<file path="config.mk">
export PLATFORM = sky130hd
export DESIGN_NAME = mrc_reset_ctrl
export DESIGN_NICKNAME = d
export VERILOG_FILES = /design/src/hdl/mrc_pkg.sv /design/src/hdl/mrc_reset_ctrl.sv
export SDC_FILE = /design/constraint.sdc
export NUM_CORES = 1
export LEC_CHECK = 0
export BUFFER_PORTS_ARGS = -buffer_cell sky130_fd_sc_hd__buf_2
export CAP_MARGIN = 20
export CORE_ASPECT_RATIO = 1.1
export CORE_MARGIN = 4
export CORE_UTILIZATION = 55
export CTS_BUF_LIST = sky130_fd_sc_hd__clkbuf_4 sky130_fd_sc_hd__clkbuf_8
export DETAILED_ROUTE_END_ITERATION = 16
export GPL_ROUTABILITY_DRIVEN = 0
export PLACE_DENSITY = 0.85
export RECOVER_POWER = 100
export SLEW_MARGIN = 20
export SYNTH_ARGS = -nofsm -noshare
export SYNTH_HDL_FRONTEND = slang
export SYNTH_SLANG_ARGS = --single-unit
export TNS_END_PERCENT = 10
</file>
<file path="constraint.sdc">
create_clock -name aclk -period 3.41 [get_ports aclk]
set_input_delay 0.682 -clock aclk [delete_from_list [all_inputs] [get_ports aclk]]
set_output_delay 0.682 -clock aclk [all_outputs]
set_load 0.02 [all_outputs]
</file>
<file path="src/hdl/mrc_pkg.sv">
/*
  Constants for the multi-source reset controller: register map, field
  positions, reset values, tick counts and flow states.
  Assumes a 200 MHz aclk and an input clock derived from it by division.
*/
package mrc_pkg;

  // ********************************************************************
  // Clock rates and dividers
  // ********************************************************************
  localparam int ACLK_MHZ  = 200;
  localparam int INCLK_MHZ = 100;
  localparam int INCLK_DIV = ACLK_MHZ / INCLK_MHZ;

  // ********************************************************************
  // Flow lengths, in input / reference / PLL reference clock cycles
  // ********************************************************************
  localparam int POR_DLY_CYC  = 1024;
  localparam int PLL_LOCK_CYC = 6400;
  localparam int HRST_REL_CYC = 512;
  localparam int SRST_REL_CYC = 515;
  localparam int SOFT_HOLD_CYC = 515;
  localparam int CNT_W        = 13;

  // ********************************************************************
  // Register map (byte addresses)
  // ********************************************************************
  localparam int          ADDR_W      = 8;
  localparam logic [7:0]  OFF_CTRL    = 8'h00;
  localparam logic [7:0]  OFF_STATUS  = 8'h04;
  localparam logic [7:0]  OFF_STRAPS  = 8'h08;
  localparam logic [7:0]  OFF_CFG_SYS = 8'h0c;
  localparam logic [7:0]  OFF_CFG_DSI = 8'h10;
  localparam logic [7:0]  OFF_CFG_ACT = 8'h14;
  localparam logic [1:0]  RESP_OKAY   = 2'h0;
  localparam logic [1:0]  RESP_SLVERR = 2'h2;

  // ********************************************************************
  // Fields and reset values
  // ********************************************************************
  localparam int          CTRL_WDT_EN  = 0;
  localparam int          CTRL_BM_EN   = 1;
  localparam int          CTRL_PDIV_LSB = 8;
  localparam int          PDIV_W       = 4;
  localparam logic [3:0]  PDIV_RST     = 4'h1;
  localparam int          STAT_BUSY    = 8;
  localparam int          STAT_LOCKED  = 9;
  localparam int          SRC_POR      = 0;
  localparam int          SRC_HARD     = 1;
  localparam int          SRC_SOFT     = 2;
  localparam int          SRC_WDT      = 3;
  localparam int          SRC_BM       = 4;
  localparam int          SRC_HOST     = 5;
  localparam int          STRAP_MS     = 1;
  localparam int          STRAP_WDT    = 11;
  localparam logic [31:0] DEFAULT_CFG  = 32'h0000_0000;

  typedef enum logic [5:0] {
    S_IDLE   = 6'h01,
    S_POR    = 6'h02,
    S_PORDLY = 6'h04,
    S_LOCK   = 6'h08,
    S_HRST   = 6'h10,
    S_SRST   = 6'h20
  } mrc_state_t;

endpackage

</file>
<file path="src/hdl/mrc_reset_ctrl.sv">
/*
  Reset controller: collects power-on, hard, soft, watchdog, bus monitor
  and host reset requests, sequences the reset outputs and open-drain
  reset pins, captures straps and applies the configuration word.
  Assumes all inputs synchronous to aclk and an AXI4-Lite master.
*/
// The address map and the AXI4-Lite slave port were decided locally.
// Overview of operation
// Power-on reset resets everything, drives both pins
// Mode, boot, ident straps set only at power-on
// Hard reset pin driven implies soft pin driven
// Hard pin open-drain, external low requests reset
// Hard reset drives pins, applies configuration word
// External soft request only while device idle
// Soft pin open-drain, external low requests reset
// Soft reset drives soft pin, keeps configuration
// Enabled watchdog expiry starts hard reset
// Enabled bus monitor expiry starts hard reset
// Host command starts soft reset sequence
// Status register records sources of last reset
// Straps, PLL, slave-port config: power-on only
// Bus config, hard pin, interface regs: not soft
// Every source resets cores, peripherals, shared bus
// Board holds power-on input sixteen cycles minimum
// Bus configuration as master or slave, selected
// Unwritten slave configuration uses default word
// Fourteen strap levels captured at power-on release
// Internal power-on ends 1024 input cycles later
// PLL locks 6400 reference cycles after that
// Hard pin released 512 cycles after lock
// Soft pin released 515 cycles after lock
// Most extensive flow wins, all sources recorded
`timescale 1ns/1ps
module mrc_reset_ctrl
  import mrc_pkg::*;
#(
  parameter int PLL_LOCK_TICKS = PLL_LOCK_CYC
)
(
  input  wire logic              aclk,
  input  wire logic              aresetn,
  input  wire logic [ADDR_W-1:0] s_axil_awaddr,
  input  wire logic              s_axil_awvalid,
  output logic                   s_axil_awready,
  input  wire logic [31:0]       s_axil_wdata,
  input  wire logic [3:0]        s_axil_wstrb,
  input  wire logic              s_axil_wvalid,
  output logic                   s_axil_wready,
  output logic [1:0]             s_axil_bresp,
  output logic                   s_axil_bvalid,
  input  wire logic              s_axil_bready,
  input  wire logic [ADDR_W-1:0] s_axil_araddr,
  input  wire logic              s_axil_arvalid,
  output logic                   s_axil_arready,
  output logic [31:0]            s_axil_rdata,
  output logic [1:0]             s_axil_rresp,
  output logic                   s_axil_rvalid,
  input  wire logic              s_axil_rready,
  input  wire logic              power_on_reset_n,
  input  wire logic              hard_reset_n_i,
  output logic                   hard_reset_n_o,
  output logic                   hard_reset_n_oe,
  input  wire logic              soft_reset_n_i,
  output logic                   soft_reset_n_o,
  output logic                   soft_reset_n_oe,
  input  wire logic              watchdog_zero,
  input  wire logic              bus_monitor_zero,
  input  wire logic              host_reset_cmd,
  input  wire logic              reset_cfg_mode_sel,
  input  wire logic              cfg_master_slave_sel,
  input  wire logic              slave_port_sync_sel,
  input  wire logic              slave_port_width_sel,
  input  wire logic [3:0]        device_ident_bits,
  input  wire logic [2:0]        boot_select_bits,
  input  wire logic              watchdog_enable_strap,
  input  wire logic [1:0]        clock_mode_bits,
  input  wire logic [31:0]       cfg_fetch_word,
  output logic                   internal_por,
  output logic                   system_pll_reset,
  output logic                   system_pll_locked,
  output logic                   sysif_reset,
  output logic                   periph_bus_reset,
  output logic                   core_reset,
  output logic                   shared_bus_reset,
  output logic [31:0]            active_cfg_word,
  output logic [13:0]            strap_word
);

  // ********************************************************************
  // State
  // ********************************************************************
  typedef struct packed {
    mrc_state_t        st;
    logic [CNT_W-1:0]  cnt;
    logic [3:0]        div_in;
    logic [3:0]        div_pll;
    logic              por_flow;
    logic [13:0]       straps;
    logic              wdt_en;
    logic              bm_en;
    logic [PDIV_W-1:0] pdiv;
    logic [5:0]        status;
    logic [31:0]       cfg_word;
    logic              cfg_wr;
    logic [31:0]       cfg_act;
    logic              locked;
    logic              drv_low;
    logic              hrst_oe;
    logic              srst_oe;
    logic              int_por;
    logic              pll_rst;
    logic              awrdy;
    logic              aw_full;
    logic [ADDR_W-1:0] aw_addr;
    logic              wrdy;
    logic              w_full;
    logic [31:0]       w_data;
    logic [3:0]        w_strb;
    logic              bvalid;
    logic [1:0]        bresp;
    logic              arrdy;
    logic              rvalid;
    logic [31:0]       rdata;
    logic [1:0]        rresp;
  } mrc_regs_t;

  mrc_regs_t s_reg;
  mrc_regs_t s_next;

  // ********************************************************************
  // Helpers
  // ********************************************************************
  function automatic logic [31:0] wmerge(
    input logic [31:0] old,
    input logic [31:0] dat,
    input logic [3:0]  strb
  );
    logic [31:0] r;
    r = old;
    for (int i = 0; i < 4; i++)
    begin
      if (strb[i])
      begin
        r[8*i +: 8] = dat[8*i +: 8];
      end
    end
    return r;
  endfunction

  function automatic logic at_last(
    input logic [CNT_W-1:0] c,
    input int               lim
  );
    return c == CNT_W'(lim - 1);
  endfunction

  logic             in_tick;
  logic             pll_tick;
  logic [3:0]       pdiv_m1;
  logic [5:0]       src;
  logic             hard_req;
  logic             soft_req;
  logic             new_flow;
  logic             sys_win;
  logic [31:0]      ctrl_rd;
  logic [31:0]      ctrl_w;
  logic [31:0]      stat_rd;

  always_comb
  begin
    s_next   = s_reg;
    new_flow = 1'b0;

    // ******************************************************************
    // Input clock and PLL reference tick dividers
    // ******************************************************************
    in_tick = (s_reg.div_in == 4'(INCLK_DIV - 1));
    s_next.div_in = in_tick ? 4'h0 : s_reg.div_in + 4'h1;
    pdiv_m1 = (s_reg.pdiv == 4'h0) ? 4'h0 : s_reg.pdiv - 4'h1;
    pll_tick = in_tick && (s_reg.div_pll == pdiv_m1);
    if (in_tick)
    begin
      s_next.div_pll = pll_tick ? 4'h0 : s_reg.div_pll + 4'h1;
    end

    // ******************************************************************
    // Reset sources
    // ******************************************************************
    src = 6'h00;
    src[SRC_POR]  = !power_on_reset_n;
    // external hard
    src[SRC_HARD] = !hard_reset_n_i && !s_reg.hrst_oe;
    // external soft gated
    src[SRC_SOFT] = !soft_reset_n_i && !s_reg.srst_oe && (s_reg.st == S_IDLE);
    // watchdog event
    src[SRC_WDT]  = watchdog_zero && s_reg.wdt_en;
    // bus monitor event
    src[SRC_BM]   = bus_monitor_zero && s_reg.bm_en;
    // host command
    src[SRC_HOST] = host_reset_cmd;
    hard_req = src[SRC_HARD] | src[SRC_WDT] | src[SRC_BM];
    soft_req = src[SRC_SOFT] | src[SRC_HOST];
    // bus config window
    sys_win = (s_reg.st != S_IDLE) && (s_reg.st != S_SRST);

    ctrl_rd = {20'h0, s_reg.pdiv, 6'h00, s_reg.bm_en, s_reg.wdt_en};
    stat_rd = {22'h0, s_reg.locked, s_reg.st != S_IDLE, 2'h0, s_reg.status};
    ctrl_w  = wmerge(ctrl_rd, s_reg.w_data, s_reg.w_strb);

    // ******************************************************************
    // AXI4-Lite write channel
    // ******************************************************************
    if (s_axil_awvalid && s_reg.awrdy)
    begin
      s_next.aw_full = 1'b1;
      s_next.aw_addr = s_axil_awaddr;
    end
    if (s_axil_wvalid && s_reg.wrdy)
    begin
      s_next.w_full = 1'b1;
      s_next.w_data = s_axil_wdata;
      s_next.w_strb = s_axil_wstrb;
    end
    if (s_reg.bvalid && s_axil_bready)
    begin
      s_next.bvalid = 1'b0;
    end
    if (s_reg.aw_full && s_reg.w_full && !s_reg.bvalid)
    begin
      s_next.aw_full = 1'b0;
      s_next.w_full  = 1'b0;
      s_next.bvalid  = 1'b1;
      s_next.bresp   = RESP_OKAY;
      case (s_reg.aw_addr)
        OFF_CTRL:
        begin
          s_next.wdt_en = ctrl_w[CTRL_WDT_EN];
          s_next.bm_en  = ctrl_w[CTRL_BM_EN];
          s_next.pdiv   = ctrl_w[CTRL_PDIV_LSB +: PDIV_W];
        end
        OFF_STATUS:
        begin
          s_next.status = s_reg.status & ~(s_reg.w_data[5:0] & {6{s_reg.w_strb[0]}});
        end
        OFF_CFG_SYS:
        begin
          // system bus write
          if (sys_win)
          begin
            s_next.cfg_word = wmerge(s_reg.cfg_word, s_reg.w_data, s_reg.w_strb);
            s_next.cfg_wr   = 1'b1;
          end
        end
        OFF_CFG_DSI:
        begin
          // slave port write
          if (sys_win && s_reg.por_flow)
          begin
            s_next.cfg_word = wmerge(s_reg.cfg_word, s_reg.w_data, s_reg.w_strb);
            s_next.cfg_wr   = 1'b1;
          end
        end
        OFF_STRAPS, OFF_CFG_ACT:
        begin
          s_next.bresp = RESP_OKAY;
        end
        default:
        begin
          s_next.bresp = RESP_SLVERR;
        end
      endcase
    end
    s_next.awrdy = !s_next.aw_full;
    s_next.wrdy  = !s_next.w_full;

    // ******************************************************************
    // AXI4-Lite read channel
    // ******************************************************************
    if (s_reg.rvalid && s_axil_rready)
    begin
      s_next.rvalid = 1'b0;
    end
    if (s_axil_arvalid && s_reg.arrdy)
    begin
      s_next.rvalid = 1'b1;
      s_next.rresp  = RESP_OKAY;
      case (s_axil_araddr)
        OFF_CTRL:    s_next.rdata = ctrl_rd;
        // status readback
        OFF_STATUS:  s_next.rdata = stat_rd;
        OFF_STRAPS:  s_next.rdata = {18'h0, s_reg.straps};
        OFF_CFG_SYS: s_next.rdata = s_reg.cfg_word;
        OFF_CFG_DSI: s_next.rdata = s_reg.cfg_word;
        OFF_CFG_ACT: s_next.rdata = s_reg.cfg_act;
        default:
        begin
          s_next.rdata = 32'h0;
          s_next.rresp = RESP_SLVERR;
        end
      endcase
    end
    s_next.arrdy = !s_next.rvalid;

    // ******************************************************************
    // Reset flow sequencing
    // ******************************************************************
    case (s_reg.st)
      S_IDLE:
      begin
        s_next.por_flow = 1'b0;
      end
      S_POR:
      begin
        if (power_on_reset_n)
        begin
          // strap capture
          s_next.straps = {clock_mode_bits, watchdog_enable_strap,
                           boot_select_bits, device_ident_bits,
                           slave_port_width_sel, slave_port_sync_sel,
                           cfg_master_slave_sel, reset_cfg_mode_sel};
          s_next.wdt_en = watchdog_enable_strap;
          s_next.st     = S_PORDLY;
          s_next.cnt    = '0;
        end
      end
      S_PORDLY:
      begin
        // internal power-on delay
        if (in_tick)
        begin
          s_next.cnt = s_reg.cnt + 1'b1;
          if (at_last(s_reg.cnt, POR_DLY_CYC))
          begin
            s_next.st  = S_LOCK;
            s_next.cnt = '0;
          end
        end
      end
      S_LOCK:
      begin
        // PLL lock wait
        if (pll_tick)
        begin
          s_next.cnt = s_reg.cnt + 1'b1;
          if (at_last(s_reg.cnt, PLL_LOCK_TICKS))
          begin
            s_next.locked = 1'b1;
            s_next.st     = S_HRST;
            s_next.cnt    = '0;
          end
        end
      end
      S_HRST:
      begin
        if (in_tick)
        begin
          s_next.cnt = s_reg.cnt + 1'b1;
          if (at_last(s_reg.cnt, SRST_REL_CYC))
          begin
            s_next.st = S_IDLE;
            // apply configuration
            if (s_reg.straps[STRAP_MS])
            begin
              s_next.cfg_act = cfg_fetch_word;
            end
            else
            begin
              s_next.cfg_act = s_reg.cfg_wr ? s_reg.cfg_word : DEFAULT_CFG;
            end
          end
        end
      end
      S_SRST:
      begin
        // soft flow keeps configuration
        if (in_tick)
        begin
          s_next.cnt = s_reg.cnt + 1'b1;
          if (at_last(s_reg.cnt, SOFT_HOLD_CYC))
          begin
            s_next.st = S_IDLE;
          end
        end
      end
      default:
      begin
        s_next.st = S_POR;
      end
    endcase

    // flow priority
    if (src[SRC_POR])
    begin
      new_flow        = (s_reg.st != S_POR);
      // full reset and PLL
      s_next.st       = S_POR;
      s_next.por_flow = 1'b1;
      s_next.locked   = 1'b0;
    end
    else if (hard_req && (s_reg.st == S_IDLE || s_reg.st == S_SRST))
    begin
      new_flow  = 1'b1;
      s_next.st = S_HRST;
    end
    else if (soft_req && s_reg.st == S_IDLE)
    begin
      new_flow  = 1'b1;
      s_next.st = S_SRST;
    end

    if (new_flow)
    begin
      s_next.cnt    = '0;
      // record sources
      s_next.status = src;
      if (s_next.st != S_SRST)
      begin
        // interface registers reset
        s_next.wdt_en = s_reg.straps[STRAP_WDT];
        s_next.bm_en  = 1'b0;
        s_next.pdiv   = PDIV_RST;
        s_next.cfg_wr = 1'b0;
      end
    end
    else
    begin
      s_next.status = s_next.status | src;
    end

    // ******************************************************************
    // Reset outputs, derived from the next flow state
    // ******************************************************************
    s_next.int_por = (s_next.st == S_POR) || (s_next.st == S_PORDLY);
    s_next.pll_rst = s_next.int_por;
    // hard pin drive
    s_next.hrst_oe = s_next.int_por || (s_next.st == S_LOCK)
                   || (s_next.st == S_HRST && s_next.cnt < CNT_W'(HRST_REL_CYC));
    // soft pin drive
    s_next.srst_oe = s_next.hrst_oe || (s_next.st == S_HRST)
                   || (s_next.st == S_SRST);
    s_next.drv_low = 1'b0;
  end

  always_ff @(posedge aclk)
  begin
    if (!aresetn)
    begin
      s_reg         <= '0;
      s_reg.st      <= S_POR;
      s_reg.pdiv    <= PDIV_RST;
      s_reg.int_por <= 1'b1;
      s_reg.pll_rst <= 1'b1;
      s_reg.hrst_oe <= 1'b1;
      s_reg.srst_oe <= 1'b1;
      s_reg.por_flow <= 1'b1;
    end
    else
    begin
      s_reg <= s_next;
    end
  end

  // ********************************************************************
  // Outputs
  // ********************************************************************
  assign s_axil_awready    = s_reg.awrdy;
  assign s_axil_wready     = s_reg.wrdy;
  assign s_axil_bvalid     = s_reg.bvalid;
  assign s_axil_bresp      = s_reg.bresp;
  assign s_axil_arready    = s_reg.arrdy;
  assign s_axil_rvalid     = s_reg.rvalid;
  assign s_axil_rdata      = s_reg.rdata;
  assign s_axil_rresp      = s_reg.rresp;
  assign hard_reset_n_o    = s_reg.drv_low;
  assign hard_reset_n_oe   = s_reg.hrst_oe;
  assign soft_reset_n_o    = s_reg.drv_low;
  assign soft_reset_n_oe   = s_reg.srst_oe;
  assign internal_por      = s_reg.int_por;
  assign system_pll_reset  = s_reg.pll_rst;
  assign system_pll_locked = s_reg.locked;
  assign sysif_reset       = s_reg.hrst_oe;
  // all sources
  assign periph_bus_reset  = s_reg.srst_oe;
  assign core_reset        = s_reg.srst_oe;
  assign shared_bus_reset  = s_reg.srst_oe;
  assign active_cfg_word   = s_reg.cfg_act;
  assign strap_word        = s_reg.straps;

endmodule // mrc_reset_ctrl

</file>
==> Yosys cells after proc, flatten, opt, wreduce, memory -nomap -nowiden <==
Index checks and enable logic that the tools add are counted.
{ "op_classes": {"addsub": 4, "order_cmp": 1, "n_eq_ne": 32, "mux": 50, "bitwise": 8, "n_reduce_logical": 48} }
{ "op_table": {"columns": ["op", "n"], "rows": [
  ["$pmux W32 S5", 1],
  ["$mux W19", 6],
  ["$mux W33", 2],
  ["$pmux W33 S2", 1],
  ["$mux W32", 2],
  ["$mux W6", 9],
  ["$pmux W13 S4", 1],
  ["$mux W45", 1],
  ["$mux W37", 1],
  ["$mux W35", 1],
  ["$eq A8 B4 Y1 const B", 4],
  ["$eq A8 B5 Y1 const B", 4],
  ["$mux W8", 4],
  ["$pmux W6 S5", 1],
  ["$eq A13 B10 Y1 const B", 2],
  ["$logic_and A1 B1 Y1", 18],
  ["$eq A8 B3 Y1 const B", 2],
  ["$logic_not A8 Y1", 2],
  ["$add A13 B1 Y13 const B", 1],
  ["$eq A13 B13 Y1 const B", 1],
  ["$lt A13 B10 Y1 const B", 1],
  ["$mux W13", 1],
  ["$and A6 B6 Y6", 2],
  ["$eq A6 B2 Y1 const B", 2],
  ["31 further kinds", 73]
]} }
{ "totals": {"reg_bits": 211, "input_bits": 111} }

==> Logic depth before layout (Yosys ltp) <==
Gate-level depths: netlist of run 1.
{ "logic_depth": {"depth_word": 15, "mapped_depth": 10} }

==> Least setup slack after synthesis of run 1 <==
OpenSTA, ideal clock, no wires.
{ "synth_path": {"kind": "input to register", "start": "in s_axil_araddr[5]", "end": "reg s_reg (netlist bit s_axil_rdata[2])", "t_arrival_ns": 2.116, "required_ns": 3.345, "path_slack_ns": 1.229, "cell_stages": 9, "path_cell_list": "nor3_1 > nand2_1 > nor3_1 > and2_1 > clkbuf_1 > nand2_1 > a21oi_1 > a21oi_1 > nor2_1"} }
{ "synth_between": {"elab_chain_cells": 3} }
{ "synth_lines": {"columns": ["item", "line_no", "rtl"], "rows": [
  ["start, declared", "mrc_reset_ctrl.sv:52", "input wire logic [ADDR_W-1:0] s_axil_araddr,"],
  ["$eq A8 B5 Y1 / $eq A8 B4 Y1 (equally long branches)", "mrc_reset_ctrl.sv:287", "case (s_axil_araddr)"],
  ["$reduce_or A2 Y1 (no source line)", null, null],
  ["$pmux W32 S5 (*)", "mrc_reset_ctrl.sv:287", null],
  ["end signal, assigned", "mrc_reset_ctrl.sv:459", "s_reg <= s_next;"],
  ["end, declared", "mrc_reset_ctrl.sv:127", "mrc_regs_t s_reg;"]
]} }
Every way passes the cells marked *; elsewhere a longest branch is shown, timed or not.
A chain may end at the register's enable or synchronous reset.

==> Worst setup path after layout of run 1 <==
{ "layout_path": {"start": "in aresetn", "end": "reg s_reg (netlist bit active_cfg_word[0])"} }
{ "layout_lines": {"columns": ["item", "line_no", "rtl"], "rows": [
  ["start, declared", "mrc_reset_ctrl.sv:41", "input wire logic aresetn,"]
]} }
No word-level cell between the ends.

==> results of run 1 <==
-- cell usage after synthesis (10+ instances only) --
| cell | count |
|---|---|
| sky130_fd_sc_hd__nand2_1 | 215 |
| sky130_fd_sc_hd__dfxtp_1 | 208 |
| sky130_fd_sc_hd__nor2_1 | 187 |
| sky130_fd_sc_hd__a21oi_1 | 160 |
| sky130_fd_sc_hd__buf_4 | 91 |
| sky130_fd_sc_hd__clkbuf_1 | 57 |
| sky130_fd_sc_hd__a211oi_1 | 33 |
| sky130_fd_sc_hd__nand3_1 | 26 |
| sky130_fd_sc_hd__a22oi_1 | 22 |
| sky130_fd_sc_hd__mux2i_1 | 21 |
| sky130_fd_sc_hd__o21ai_0 | 21 |
| sky130_fd_sc_hd__inv_1 | 15 |
| sky130_fd_sc_hd__and2_1 | 14 |
| sky130_fd_sc_hd__nor3_1 | 13 |
| sky130_fd_sc_hd__a222oi_1 | 10 |
-- area by class of cell --
class	count	share of cell area, %
multi-input cells	856	42.17
flip-flops and latches	208	38.68
repair buffers	216	9.276
clock buffers	49	5.917
well taps	234	2.720
clock inverters	7	0.6393
inverters	15	0.5231
diodes	3	0.06974
-- metrics by stage --
stage                     setup WS [ns]  util, %  cells  total power, mW  area (sq um)
after global placement           0.9294    59.35   1529            2.983         10210
final                            0.5801    62.57   1588            5.219         10760
after detailed placement         0.8739    59.35   1529            2.992         10210
after CTS                        0.8545    63.45   1585            5.244         10920
after global routing             0.3959    62.55   1587            5.393         10760
after floorplan                   1.229        -   1243            2.851          9763
-- logic make-up (layout without fill, tap and decap cells) --
family          after synthesis  in the layout
fa+ha+maj                     5              5
xor+xnor                     11             11
flops                       208            208
simple gates                519            519
other cells                   1              7
compound gates              291            291
mux                          26             26
buf+inv                     179            287
-- power breakdown --
part / total (mW) / internal [mW] / switching, mW / leakage, nW
Clock: 2.28 / 1.28 / 1.00 / 0.367
Sequential: 2.55 / 2.49 / 0.0590 / 1.69
Combinational: 0.391 / 0.134 / 0.257 / 1.87
-- path summary, 6_finish.rpt --
check                                      from                 end  slack, ns
worst max-delay path                    aresetn  active_cfg_word[0]       0.58
worst min-delay path            s_axil_wdata[5]           s_reg[48]       0.38
worst max register to register      ctrl_rd[10]          s_reg[199]       0.65
worst min register to register        s_reg[64]           s_reg[64]       0.45
-- cell usage in the layout, fill, tap and decap left out, types with 4 or more instances in the layout --
master / instances
sky130_fd_sc_hd__buf_4: 9
sky130_fd_sc_hd__a222oi_1: 10
sky130_fd_sc_hd__o21ai_0: 23
sky130_fd_sc_hd__clkbuf_1: 96
sky130_fd_sc_hd__nand4_1: 4
sky130_fd_sc_hd__ha_1: 5
sky130_fd_sc_hd__mux2i_1: 21
sky130_fd_sc_hd__clkbuf_4: 6
sky130_fd_sc_hd__mux2_2: 5
sky130_fd_sc_hd__conb_1: 4
sky130_fd_sc_hd__buf_2: 110
sky130_fd_sc_hd__clkbuf_8: 43
sky130_fd_sc_hd__inv_1: 15
sky130_fd_sc_hd__nor3_1: 13
sky130_fd_sc_hd__a211oi_1: 34
sky130_fd_sc_hd__nand2_1: 215
sky130_fd_sc_hd__a21o_1: 6
sky130_fd_sc_hd__and3_1: 7
sky130_fd_sc_hd__nand3b_1: 8
sky130_fd_sc_hd__a221oi_1: 4
sky130_fd_sc_hd__a22oi_1: 22
sky130_fd_sc_hd__nand2b_1: 9
sky130_fd_sc_hd__a21oi_1: 160
sky130_fd_sc_hd__nand3_1: 27
sky130_fd_sc_hd__dfxtp_1: 208
sky130_fd_sc_hd__xor2_1: 9
sky130_fd_sc_hd__nor2_1: 185
sky130_fd_sc_hd__nor4_1: 5
sky130_fd_sc_hd__and2_1: 8
sky130_fd_sc_hd__and2_0: 6
-- worst max-delay path, delay by kind of cell --
| family | cells | cell delay (ns) |
|---|---|---|
| buf+inv | 3 | 2.40 |
| compound gates | 1 | 0.08 |
-- routing by layer --
metal  routed length [um]  part of all wire [%]  vias to the layer above  track usage, %
met5                   49                  0.18                        -               0
met4                 1060                   3.9                       10           11.64
met3                 2672                   9.9                       86           5.854
met2                12480                    46                      471           41.14
met1                10850                    40                     4200           32.96
li1                     -                     -                     4333               -
==> out/summary.txt, run 1 <==
Worst R2R Path Depth = 8
Relative area change from synthesis to final layout = 10.38%
CTS H-tree depth = 2
Clock-pin slew on the worst setup and hold paths = 0.06 ns
Final Setup Violations = 0
Cells after synthesis = 1,240
Post-route minimum period = 2.830 ns
Status = finished, violations left
Die span in x = 135.0 um
Part of the cycle the worst path needs = 82.99%
Simple-gate share of the synthesized area = 23.51%
Worst-path cell with the longest stage delay = sky130_fd_sc_hd__inv_1
Max-slew violation total from the final report = 115
Seq. cell area = 4164 sq um
Cell breakdown of the critical path = clkbuf_1 > inv_1 > buf_4 > a211oi_1
Max stage delay on crit path = 1.76 ns
Peak fanout along the critical path = 80
Critical path class = in -> reg
Synth Register Bits = 208
Resized Gates After CTS = 0
Final HPWL DP = 18,870 um
Clock latency of the later-clocked register in the worst-skew pair = 0.54 ns
Number of maximum-capacitance violations = 2
Clock Tree Root = sky130_fd_sc_hd__clkbuf_8
Wire length of the first global-routing pass = 42,160 um
Combinational family with the most area after synthesis = simple AND/OR/NAND/NOR gates
Hold Vio Cnt, Final = 0
Final routed wire length divided by cell count = 17.07 um
Hold buffers post-CTS = 0
Crit. End Element = flop
Number of iterations in the first detailed-routing pass = 6
Pin count of the biggest net entering global routing = 81
Grt total ovfl = 0
Peak clock frequency supported by timing = 0.3534 GHz
Avg Synthesized Cell Area = 7.864 sq um
Sum of negative setup slack = 0 ns
RSZ-0062 raised after global routing = false
I/O pin total = 209
Worst supply voltage drop on vdd = 0.3281 mV
Via total after detailed routing = 9,100
Antenna Nets Post-Route = 0
Die boundary height = 147.7 um
Number of antenna violations at the first check in global routing = 7
Clk buf depth = 3
Leading post-synthesis cells by cell area = sky130_fd_sc_hd__dfxtp_1 43%, sky130_fd_sc_hd__nand2_1 8.3%, sky130_fd_sc_hd__a21oi_1 8.2%
Worst slew margin = -71.04%
Data arrival, critical path = 3.20 ns
Hold-critical path depth = 3
Detailed-route wire length = 27,120 um
Synth unique cells = 71
Area of the die = 19,930 sq um
Final clock skew = 0.03260 ns
TritonCTS clock tree = yes
WHS = 0.3835 ns
Global routing usage summed across all routing layers = 25.64%
Flip-flop count of the largest register after layout = 113
Post-synthesis cell area = 9752 sq um
Sequential fraction of the synthesis area = 42.70%
YS warnings = 0
Initial drt markers = 1,048
PD cells = 484.9 nW/um^2
Hold Crit Class = in -> reg
Failing checks = max-capacitance violations, max-slew violations
Number of enable-type register cells in the synthesized netlist = 0
Area share of the largest cell type after synthesis = 42.70%
TritonCTS buffer count = 35
Vias in the first global route = 8,402
Via-to-Cell Ratio = 5.730
Share of async-settable or async-resettable flops after synthesis = 0%
Leakage = 3.926 nW
Post-synthesis compound-gate area fraction = 18.73%
Core area = 17,200 sq um
Library cell occupying the most area in the post-synthesis netlist = sky130_fd_sc_hd__dfxtp_1
Number of placement rows = 50
Fill cell instance count of the final layout = 1,527
Area taken by multi-input logic gates = 4539 sq um
Effective utilization at floorplan = 56.68%
Critical Path RT = 3.78 ns
Layout net count = 1,448
Main flop type after synthesis = sky130_fd_sc_hd__dfxtp_1
Critical path launch point type = primary input
IO Port Bufs = 204
Tightest Pin Transition = 2.566 ns
Post-Synth XOR/XNOR Area = 0.9879%
Number of buffers added for setup after CTS = 0
Portion of netlist area occupied by mux cells = 2.733%
Clock net sink count = 208
Arithmetic-cell share of the synthesized area counting full adders, half adders and majority gates = 0.6415%
# DRC = 0
Share of cells above drive strength 1 = 15.17%
Note: power is estimated with default switching activity, not from simulation.
==> run 2: changes to the inputs <==
--- a/config.mk
+++ b/config.mk
@@ -5,6 +5,7 @@
 export SDC_FILE = /design/constraint.sdc
 export NUM_CORES = 1
 export LEC_CHECK = 0
+export ABC_AREA = 1
 export BUFFER_PORTS_ARGS = -buffer_cell sky130_fd_sc_hd__buf_2
 export CAP_MARGIN = 20
 export CORE_ASPECT_RATIO = 1.1
==> constraint.sdc (replaced) <==
create_clock -name aclk -period 2.8 [get_ports aclk]
set_input_delay 0.56 -clock aclk [delete_from_list [all_inputs] [get_ports aclk]]
set_output_delay 0.56 -clock aclk [all_outputs]
set_load 0.02 [all_outputs]
==> run 2 against run 1 <==
The run now ends clean; critical endpoint is now hard_reset_n_oe; final area is 3.6% higher; synthesized area is 2.7% higher; sequential power is 23% higher; largest cell class unchanged; highest routed layer unchanged; largest power group unchanged.
==> out/summary.txt, run 2 <==
Status = finished, final reports clean
Die span in x = 136.7 um
Worst supply voltage drop on vdd = 0.4168 mV
Hold-critical path depth = 3
TritonCTS clock tree = yes
Number of enable-type register cells in the synthesized netlist = 0
# DRC = 0
Hold buffers post-CTS = 0
Main flop type after synthesis = sky130_fd_sc_hd__dfxtp_1
Avg Synthesized Cell Area = 7.141 sq um
Core area = 17,800 sq um
Crit. End Element = flop
Worst slew margin = 8.786%
Highest-count cells in the layout ignoring fill and taps = 258 x sky130_fd_sc_hd__nand2_1, 208 x sky130_fd_sc_hd__dfxtp_1, 187 x sky130_fd_sc_hd__nor2_1
RSZ-0062 raised after global routing = false
Detailed-route wire length = 28,650 um
Hold Vio Cnt, Final = 0
Most frequent cells after synthesis = 255 x sky130_fd_sc_hd__nand2_1, 208 x sky130_fd_sc_hd__dfxtp_1, 182 x sky130_fd_sc_hd__nor2_1, 141 x sky130_fd_sc_hd__o21ai_0, 110 x sky130_fd_sc_hd__inv_1
Post-place setup slack = 0.5848 ns
Share of async-settable or async-resettable flops after synthesis = 0%
Leading post-synthesis cells by cell area = sky130_fd_sc_hd__dfxtp_1 42%, sky130_fd_sc_hd__nand2_1 9.6%, sky130_fd_sc_hd__o21ai_0 7.0%
Relative area change from synthesis to final layout = 11.31%
Part of the total power dissipated in sequential elements = 47.1%
Global routing usage summed across all routing layers = 27.24%
Post-route minimum period = 2.388 ns
Peak clock frequency supported by timing = 0.4188 GHz
Synth Register Bits = 208
Grt total ovfl = 0
Clk buf depth = 3
Max-slew violation total from the final report = 0
# diodes = 0
CTS H-tree depth = 2
Sum of negative setup slack = 0 ns
Area of the die = 20,440 sq um
Cells after synthesis = 1,403
Effective utilization at floorplan = 56.27%
Share of cells above drive strength 1 = 14.19%
Count leader, synth = sky130_fd_sc_hd__nand2_1
Final HPWL DP = 21,060 um
Fraction of power consumed by combinational cells = 9.0%
Worst R2R Path Depth = 12
Fill cell instance count of the final layout = 1,600
Post-synthesis cell area = 10,020 sq um
Flip-flop count of the largest register after layout = 113
Part of the cycle the worst path needs = 85.29%
Antenna Nets Post-Route = 0
Leading cell type in the layout, fill and taps excluded = sky130_fd_sc_hd__nand2_1
Peak fanout along the critical path = 6
Sequential fraction of the synthesis area = 41.56%
Clock latency of the later-clocked register in the worst-skew pair = 0.55 ns
YS warnings = 0
Layout net count = 1,626
Tightest Pin Transition = 1.368 ns
Clock Tree Root = sky130_fd_sc_hd__clkbuf_8
Clock net sink count = 208
Initial drt markers = 885
Via total after detailed routing = 9,886
IO Port Bufs = 204
Data arrival, critical path = 2.80 ns
Critical Path RT = 3.21 ns
Final clock skew = 0.03508 ns
I/O pin total = 209
Number of antenna violations at the first check in global routing = 3
Final Setup Violations = 0
TritonCTS buffer count = 35
Number of maximum-capacitance violations = 0
Area share of the largest cell type after synthesis = 41.56%
Share of total power consumed by net switching = 26.29%
Die boundary height = 149.6 um
Number of iterations in the first detailed-routing pass = 5
Critical path class = reg -> reg
NetSw = 1.750 mW
Clock-pin slew on the worst setup and hold paths = 0.07 ns
Wire length of the first global-routing pass = 45,160 um
Hold Crit Class = in -> reg
Final routed wire length divided by cell count = 16.15 um
Resized Gates After CTS = 0
Critical path launch point type = flop
Pin count of the biggest net entering global routing = 82
Synth unique cells = 54
Vias in the first global route = 9,284
Number of buffers added for setup after CTS = 0
Library cell occupying the most area in the post-synthesis netlist = sky130_fd_sc_hd__dfxtp_1
Clock Power Share = 43.9%
Final critical-path setup slack = 0.4120 ns
Leakage = 4.465 nW
Via-to-Cell Ratio = 5.573
Power Internal = 4.907 mW
PD cells = 597.0 nW/um^2
Number of placement rows = 51
## run 2: worst paths after layout
check	startpoint	endpoint	slack, ns
setup / recovery	s_reg[193]	hard_reset_n_oe	0.41
hold / removal	slave_port_width_sel	strap_word[3]	0.24
setup reg to reg	s_reg[193]	hard_reset_n_oe	0.41
hold reg to reg	s_reg[192]	s_reg[192]	0.46
## run 2: per-stage QoR
step / hold slack [ns] / instances / power [mW] / utilization, % / instance area, sq um
global route: 0.2534 / 1774 / 6.899 / 62.64 / 11150
detailed placement: 0.4520 / 1711 / 3.802 / 59.36 / 10570
CTS: 0.2302 / 1774 / 6.688 / 63.76 / 11350
global placement: 0.4433 / 1711 / 3.789 / 59.36 / 10570
finish: 0.2447 / 1774 / 6.658 / 62.64 / 11150
floorplan: 0.4297 / 1406 / 3.595 / - / 10030
## run 2: kinds of logic after synthesis
group,count (synthesis),synth area share [%]
AND/OR/NAND/NOR,614,27.00
other,1,0.03743
XOR/XNOR,3,0.2623
adder cells (fa/ha/maj),5,0.6245
AO/OA/AOI/OAI,298,16.62
buffers and inverters,274,13.89
flip-flops,208,41.56
## run 2: layout make-up
class	count	area [sq um]	share of cell area, %
inverters	120	452.9	4.061
flip-flops and latches	208	4164	37.34
clock inverters	8	57.56	0.5161
repair buffers	221	1041	9.335
well taps	238	297.8	2.670
multi-input cells	924	4413	39.57
clock buffers	55	725.7	6.507
## run 2: power groups by stage
stage | registers, mW | clock network [mW] | logic, mW
after detailed placement | 3.20 | 0 | 0.607
final | 3.13 | 2.92 | 0.601
after global placement | 3.19 | 0 | 0.597
after floorplan | 3.17 | 0 | 0.424
after global routing | 3.14 | 3.09 | 0.671
after CTS | 3.13 | 2.95 | 0.610
## run 2: per-layer routing
layer	GRT usage, %	share of wire [%]
met4	13.21	4.8
met3	6.019	8.6
met5	0	0.12
met1	32.27	37
met2	46.47	49
## run 2: critical path, cell delays in order (launching register included)
cell                      delay, ns
sky130_fd_sc_hd__dfxtp_1       0.42
sky130_fd_sc_hd__ha_1          0.21
sky130_fd_sc_hd__nand3_2       0.13
sky130_fd_sc_hd__nor2_1        0.27
sky130_fd_sc_hd__nand2_1       0.24
sky130_fd_sc_hd__nor2_4        0.13
sky130_fd_sc_hd__nand2_1       0.05
sky130_fd_sc_hd__nand2_1       0.07
sky130_fd_sc_hd__inv_1         0.07
sky130_fd_sc_hd__o21ai_0       0.30
sky130_fd_sc_hd__nand3_1       0.15
sky130_fd_sc_hd__nor2_1        0.16
sky130_fd_sc_hd__nand2_1       0.07
